### config.mk
export PLATFORM = sky130hd
export DESIGN_NAME = pulse_pattern_trigger_select
export DESIGN_NICKNAME = d
export VERILOG_FILES = /design/src/trigger_group.sv /design/src/pulse_pattern_trigger_select.sv
export SDC_FILE = /design/constraint.sdc
export NUM_CORES = 1
export LEC_CHECK = 0
export BUFFER_PORTS_ARGS = -buffer_cell sky130_fd_sc_hd__buf_2
export CAP_MARGIN = 10
export CORE_ASPECT_RATIO = 1.5
export CORE_UTILIZATION = 56
export CTS_BUF_LIST = sky130_fd_sc_hd__clkbuf_8
export DETAILED_ROUTE_END_ITERATION = 7
export PLACE_DENSITY = 0.88
export SYNTH_ARGS = -nofsm -noshare
export SYNTH_HDL_FRONTEND = slang
export SYNTH_SLANG_ARGS = --single-unit
export TNS_END_PERCENT = 10
### constraint.sdc
create_clock -name clk -period 3.3 [get_ports clk]
set_input_delay 0.495 -clock clk [delete_from_list [all_inputs] [get_ports clk]]
set_output_delay 0.495 -clock clk [all_outputs]
set_load 0.005 [all_outputs]
### src/trigger_group.sv
/*
  Holds the shared constants package and the per-group trigger picker.
  Assumes compare strobes come from timer logic on the same clock.
*/
// What this block does
// - Select bit picks second instance's timer unit
// - First instance codes map motor channels 0-3
// - Second, select 0: codes map motor channels
// - Second, select 1: codes map general channels
// - Mode 0 updates on compare A only
// - Mode 1 updates on compare A or B
// - Second instance events follow selected unit
package ppg_trig_pkg;
  // ------------------------------------------------------------------
  // Register byte offsets
  // ------------------------------------------------------------------
  localparam logic [7:0] OFF_UNIT_SEL  = 8'h00;
  localparam logic [7:0] OFF_FIRST_CTL = 8'h04;
  localparam logic [7:0] OFF_FIRST_MOD = 8'h08;
  localparam logic [7:0] OFF_SECND_CTL = 8'h0c;
  localparam logic [7:0] OFF_SECND_MOD = 8'h10;
  localparam logic [7:0] OFF_STATUS    = 8'h14;
  // ------------------------------------------------------------------
  // Field layout and reset values
  // ------------------------------------------------------------------
  localparam int         GROUPS        = 4;
  localparam int         SRC_W         = 2;
  localparam int         SEL_BIT       = 0;
  localparam logic [7:0] RST_UNIT_SEL  = 8'h00;
  localparam logic [7:0] RST_CTL       = 8'h00;
  localparam logic [7:0] RST_MOD       = 8'h00;
endpackage

`timescale 1ns/1ps

module trigger_group
  import ppg_trig_pkg::*;
(
  input  wire logic [1:0] compare_source,
  input  wire logic       nonoverlap_mode,
  input  wire logic [3:0] cmp_a,
  input  wire logic [3:0] cmp_b,
  output logic            update
);
  // ------------------------------------------------------------------
  // Update event picker
  // ------------------------------------------------------------------
  // Code selects channel; mode adds compare B as an extra update event.
  // mode gates B
  assign update = cmp_a[compare_source] | (nonoverlap_mode & cmp_b[compare_source]);
endmodule

### src/pulse_pattern_trigger_select.sv
/*
  Top of the trigger selection block: APB register file, two generator
  instances of four groups each, registered update strobes.
  Assumes timer compare strobes are one-cycle pulses on clk.
*/
// The placing of the registers and the APB slave port were left to the implementer.
`timescale 1ns/1ps

module pulse_pattern_trigger_select
  import ppg_trig_pkg::*;
(
  input  wire logic        clk,
  input  wire logic        reset_n,
  input  wire logic        psel,
  input  wire logic        penable,
  input  wire logic        pwrite,
  input  wire logic [7:0]  paddr,
  input  wire logic [31:0] pwdata,
  output logic      [31:0] prdata,
  output logic             pready,
  output logic             pslverr,
  input  wire logic [3:0]  motor_timer_unit_cmp_a,
  input  wire logic [3:0]  motor_timer_unit_cmp_b,
  input  wire logic [3:0]  general_timer_unit_cmp_a,
  input  wire logic [3:0]  general_timer_unit_cmp_b,
  output logic      [3:0]  pattern_generator_first_update,
  output logic      [3:0]  pattern_generator_second_update
);
  // ------------------------------------------------------------------
  // Reset release
  // ------------------------------------------------------------------
  logic       rst_meta_q;
  logic       rst_n_q;
  logic [7:0] trigger_unit_select_q;
  logic [7:0] first_ctl_q;
  logic [7:0] first_mod_q;
  logic [7:0] second_ctl_q;
  logic [7:0] second_mod_q;
  logic [7:0] status_q;
  logic       pready_q;
  logic       pslverr_q;
  logic [31:0] prdata_q;
  logic [3:0] first_upd;
  logic [3:0] second_upd;
  logic [3:0] first_upd_q;
  logic [3:0] second_upd_q;
  logic [3:0] second_a;
  logic [3:0] second_b;
  logic       sel;
  logic       access;
  logic       wr_en;

  // Reset is asserted at once and released through two flops.
  always_ff @(posedge clk or negedge reset_n)
  begin
    if (!reset_n)
    begin
      rst_meta_q <= 1'b0;
      rst_n_q    <= 1'b0;
    end
    else
    begin
      rst_meta_q <= 1'b1;
      rst_n_q    <= rst_meta_q;
    end
  end

  // ------------------------------------------------------------------
  // APB slave
  // ------------------------------------------------------------------
  function automatic logic mapped(input logic [7:0] a);
    mapped = (a == OFF_UNIT_SEL) || (a == OFF_FIRST_CTL) || (a == OFF_FIRST_MOD) ||
             (a == OFF_SECND_CTL) || (a == OFF_SECND_MOD) || (a == OFF_STATUS);
  endfunction

  // One wait state: pready rises in the second access cycle.
  assign access = psel & penable & ~pready_q;
  assign wr_en  = psel & penable & pready_q & pwrite & mapped(paddr);

  // Handshake, error and read data are all registered.
  always_ff @(posedge clk or negedge rst_n_q)
  begin
    if (!rst_n_q)
    begin
      pready_q  <= 1'b0;
      pslverr_q <= 1'b0;
      prdata_q  <= 32'h0000_0000;
    end
    else
    begin
      pready_q  <= access;
      pslverr_q <= access & ~mapped(paddr);
      prdata_q  <= 32'h0000_0000;
      if (access && !pwrite)
      begin
        unique case (paddr)
          OFF_UNIT_SEL:  prdata_q[7:0] <= trigger_unit_select_q;
          OFF_FIRST_CTL: prdata_q[7:0] <= first_ctl_q;
          OFF_FIRST_MOD: prdata_q[7:0] <= first_mod_q;
          OFF_SECND_CTL: prdata_q[7:0] <= second_ctl_q;
          OFF_SECND_MOD: prdata_q[7:0] <= second_mod_q;
          OFF_STATUS:    prdata_q[7:0] <= status_q;
          default:       prdata_q      <= 32'h0000_0000;
        endcase
      end
    end
  end

  // Writable registers; control bytes are stored whole, of the select and mode words only the select bit and mode nibbles.
  always_ff @(posedge clk or negedge rst_n_q)
  begin
    if (!rst_n_q)
    begin
      trigger_unit_select_q <= RST_UNIT_SEL;
      first_ctl_q           <= RST_CTL;
      first_mod_q           <= RST_MOD;
      second_ctl_q          <= RST_CTL;
      second_mod_q          <= RST_MOD;
    end
    else if (wr_en)
    begin
      unique case (paddr)
        OFF_UNIT_SEL:  trigger_unit_select_q <= {7'h00, pwdata[SEL_BIT]};
        OFF_FIRST_CTL: first_ctl_q           <= pwdata[7:0];
        OFF_FIRST_MOD: first_mod_q           <= {4'h0, pwdata[3:0]};
        OFF_SECND_CTL: second_ctl_q          <= pwdata[7:0];
        OFF_SECND_MOD: second_mod_q          <= {4'h0, pwdata[3:0]};
        default:       first_ctl_q           <= first_ctl_q;
      endcase
    end
  end

  // ------------------------------------------------------------------
  // Trigger source selection
  // ------------------------------------------------------------------
  assign sel = trigger_unit_select_q[SEL_BIT];
  assign second_a = sel ? general_timer_unit_cmp_a : motor_timer_unit_cmp_a;
  assign second_b = sel ? general_timer_unit_cmp_b : motor_timer_unit_cmp_b;

  // One picker per group, each with its own field and mode bit.
  // independent groups
  for (genvar g = 0; g < GROUPS; g++)
  begin : g_grp
    trigger_group u_first (
      .compare_source  (first_ctl_q[SRC_W*g +: SRC_W]),
      .nonoverlap_mode (first_mod_q[g]),
      .cmp_a           (motor_timer_unit_cmp_a),
      .cmp_b           (motor_timer_unit_cmp_b),
      .update          (first_upd[g])
    );
    trigger_group u_second (
      .compare_source  (second_ctl_q[SRC_W*g +: SRC_W]),
      .nonoverlap_mode (second_mod_q[g]),
      .cmp_a           (second_a),
      .cmp_b           (second_b),
      .update          (second_upd[g])
    );
  end

  // Update strobes are registered; status keeps the last nonzero pair.
  always_ff @(posedge clk or negedge rst_n_q)
  begin
    if (!rst_n_q)
    begin
      first_upd_q  <= 4'h0;
      second_upd_q <= 4'h0;
      status_q     <= 8'h00;
    end
    else
    begin
      first_upd_q  <= first_upd;
      second_upd_q <= second_upd;
      if (|{second_upd, first_upd})
      begin
        status_q <= {second_upd, first_upd};
      end
    end
  end

  assign prdata                          = prdata_q;
  assign pready                          = pready_q;
  assign pslverr                         = pslverr_q;
  assign pattern_generator_first_update  = first_upd_q;
  assign pattern_generator_second_update = second_upd_q;
endmodule

==> summary.md <==
| Metric | Value |
|---|---|
| Depth of the worst register-to-register path | `5` |
| Pin slew with the least headroom to its limit | `1.06 ns` |
| Total standard cell area after synthesis | `2920 µm²` |
| Max Root-Sink Buffers | `2` |
| Width of the die | `around 61 µm` |
| Post-Route Skew | `0.0107 ns` |
| Total track usage | `25.4%` |
| Antenna viol nets, final | `0` |
| Synthesized flop and latch total | `53` |
| Switching Fraction | `25.3%` |
| RSZ-0062 raised after global routing | `no` |
| FMAX | `around 380 MHz` |
| Worst path max stage delay | `just under 0.8 ns` |
| GRT overflow | `0` |
| Via/cell ratio | `6.02` |
| Switch Pwr | `0.293 mW` |
| Post-synthesis sequential area ratio | `45.5%` |
| Worst path setup slack after routing | `0.679 ns` |
| Net count reported at finish | `approximately 350` |
| Path class of the lowest-slack min-delay path | `reg -> reg` |
| Clock latency at the later pin of the worst-skew pair | `0.31 ns` |
| Vertical die dimension | `90.4 µm` |
| Die footprint | `5510 µm²` |
| Signed area change from the synthesized netlist to the final layout | `10.8%` |
| Port bufs | `54` |
| Starting utilization of the core area | `just under 60%` |
| DR iter-0 viols | `roughly 190` |
| Status | `finished clean` |
| Number of distinct library cells after synthesis | `40` |
| Final standard cell count with taps included and fillers excluded | `358` |
| Root buffer cell | `clkbuf_8` |
| FF-to-FF Start | `trigger_unit_select_q[0]$_DFFE_PN0P_` |
| Core box area | `4930 µm²` |
| FF/Latch Area | `1330 µm²` |
| Deepest level of the CTS H-tree | `2` |
| Synthesized instance count | `237` |
| Warning count from the yosys run | `0` |
| Start point of the worst hold path | `rst_meta_q$_DFF_PN0_` |
| Sequential fraction of design power | `around three fifths` |
| Part of the total power dissipated in the clock network | `31.5%` |
| DP Cell Count | `349` |
| First-pass GRT wire length | `10000 µm` |
| Standard-cell row count | `31` |
| Power per cell area | `359 nW/µm²` |
| Detailed-placement wirelength estimate | `about 4800 µm` |
| Number of global-route vias before repair | `between 2000 and 2500` |
| Pint | `0.866 mW` |
| Critical path cell sequence | `mux2_2, mux2i_1, a31oi_1, or4b_1, o21bai_2` |
| End point of the worst hold path | `rst_n_q$_DFF_PN0_` |
| Count of cells along the worst hold path | `0` |
| Drt drc | `0` |
| IO Pins | `103` |
| Largest driver fanout on the critical path | `16` |
| TritonCTS clock tree | `yes` |
| Share of final-layout standard cells stronger than drive strength 1 | `42.5%` |
| Antenna violations before repair | `0` |
| Global placer's final weighted congestion | `0.919` |
| Area share of the leading cell type in the synthesized netlist | `~45%` |
| First-pass iteration count of the detailed router | `8` |
| Worst setup EP type | `register` |
| Clock-pin transition on the worst setup and hold timing paths | `0.10 ns` |
| Final-report hold violation count | `0` |
| Fill cell count | `393` |
| Worst setup path start | `trigger_unit_select_q[0]$_DFFE_PN0P_` |
| Via count | `2156` |
| Startpoint type of the worst setup path | `register` |
| Slowest-stage cell, CP | `or4b_1` |
| Cell type with the highest aggregate area in the netlist | `dfrtp_1` |
| CTS resizes | `0` |
| Number of diodes added for antenna fixing | `0` |
| Minimum setup slack among reg-to-reg paths | `between 0.6 and 0.7 ns` |
| CP Data Required Time | `approximately 3.5 ns` |
| Async set-or-reset flop fraction in the synthesized netlist | `100%` |
| Number of violations of the max-capacitance limit | `0` |
| Setup tns final | `0 ns` |
| Wirelength per Cell | `17.5 µm` |
| Area occupied by multi-input gates | `1410 µm²` |
| Util after Layout | `65.6%` |
| Clock period minus final worst setup slack | `2.62 ns` |
| Worst reg2reg path endpoint | `status_q[5]$_DFFE_PN0P_` |
| Total routed wirelength | `6250 µm` |
| Rel. slew slack | `29.2%` |
| Avg Synthesized Cell Area | `between 10 and 15 µm²` |
| CTS buffer count | `5` |
| Peak supply drop | `~0.25 mV` |
| Final setup violating endpoints | `0` |
| Worst Setup Slack post-DPL | `0.741 ns` |
| Post-CTS setup buffers | `0` |
| Max-slew violation count | `0` |
| Count of flip-flops with a built-in enable after synthesis | `0` |
| Area contributors post-synth | `dfrtp_1, mux2_2, mux4_2` |
| Period Utilization, post-route | `79.4%` |
| Num Clock Sinks | `53` |
| Maximum number of pins on one net before global-route repair | `52` |
| Cell leakage power | `1.51 nW` |
| Category of the critical setup timing path | `reg -> reg` |
| Data arrival time of the critical path | `2.85 ns` |
| Combinational Power Share | `9.8%` |
| Primary flip-flop cell chosen by synthesis mapping | `dfrtp_1` |
| CTS Hold Buffers Added | `1` |
| Sum of internal, switching and leakage power | `1.16 mW` |
## Yosys cell counts, drive strengths merged, types with 2 or more instances
| cell type | count |
|---|---|
| a211oi | 2 |
| a222oi | 3 |
| a22oi | 4 |
| inv | 8 |
| o21bai | 3 |
| nor2 | 8 |
| nor3 | 2 |
| a31oi | 2 |
| dfrtp | 53 |
| a21oi | 21 |
| nand2 | 18 |
| conb | 2 |
| clkbuf | 2 |
| nor4b | 2 |
| o21ai | 5 |
| mux4 | 14 |
| buf | 30 |
| mux2 | 40 |
| mux2i | 3 |
## area by class of cell
| cell class | count | area share (%) |
|---|---|---|
| Clock buffer | 5 | 2.13 |
| Clock inverter | 3 | 0.697 |
| Inverter | 8 | 0.930 |
| Multi-Input combinational cell | 167 | 43.7 |
| Sequential cell | 53 | 41.1 |
| Tap cell | 66 | 2.56 |
| Timing Repair Buffer | 56 | 8.91 |
## stage by stage
step                area [µm²]  hold slack (ns)
floorplan                 3000            0.199
global placement          3130            0.280
detailed placement        3130            0.280
CTS                       3230            0.365
global route              3230            0.389
finish                    3230            0.366
## state kept, by name, summed over array words and instances (netlist names)
name,flops
first_ctl_q,8
first_mod_q,4
pattern_generator_first_update,4
pattern_generator_second_update,4
prdata,8
pready,1
pslverr,1
rst_meta_q,1
rst_n_q,1
second_ctl_q,8
second_mod_q,4
status_q,8
trigger_unit_select_q,1
## critical path: cells and delay by family (launching register included)
| kind | cells | cell delay, ns |
|---|---|---|
| AND/OR/NAND/NOR | 1 | 0.77 |
| flip-flops | 1 | 0.73 |
| multiplexers | 2 | 0.63 |
| AO/OA/AOI/OAI | 2 | 0.40 |
## per-layer routing
| metal | track usage [%] | vias to the layer above | part of all wire [%] |
|---|---|---|---|
| met5 | 0 | - | 0 |
| met4 | 18.2 | 0 | 7.0 |
| met3 | 6.02 | 37 | 8.9 |
| met2 | 38.4 | 174 | 50 |
| met1 | 30.8 | 1012 | 34 |
| li1 | - | 933 | - |
## cell usage in the layout, fill, tap and decap left out, drive strengths merged, types with 2 or more instances in the layout
master	netlist	final
mux4	14	14
inv	8	8
a31oi	2	2
nor3	2	2
clkbuf	2	5
buf	30	55
conb	2	25
mux2	40	40
nor2	8	8
a211oi	2	2
o21bai	3	3
a22oi	4	4
nand2	18	18
nor4b	2	2
mux2i	3	3
a21oi	21	21
a222oi	3	3
dfrtp	53	53
o21ai	5	5
clkinvlp	0	3
## logic make-up after synthesis
group / after synthesis / synth area share, %
mux: 57 / 27.5
simple gates: 40 / 6.91
buf+inv: 40 / 9.09
flops: 53 / 45.5
other cells: 2 / 0.257
compound gates: 45 / 10.7
## power groups by stage
stage	clock network (mW)	registers (mW)	logic, mW
after floorplan	0	0.690	0.0813
after global placement	0	0.693	0.106
after detailed placement	0	0.694	0.111
after CTS	0.372	0.681	0.112
after global routing	0.400	0.685	0.127
final	0.364	0.680	0.114
## how the worst max path moves through the flow
stage / cells past startpoint / slack [ns] / to
2_1_floorplan: 6 / 1.17 / status_q[4]$_DFFE_PN0P_
3_3_place_gp: 6 / 0.83 / status_q[5]$_DFFE_PN0P_
3_5_place_dp: 5 / 0.74 / status_q[5]$_DFFE_PN0P_
4_1_cts: 5 / 0.71 / status_q[5]$_DFFE_PN0P_
5_1_grt: 5 / 0.49 / status_q[6]$_DFFE_PN0P_
6_report: 5 / 0.68 / status_q[5]$_DFFE_PN0P_
(Power assumes the default switching activity.)
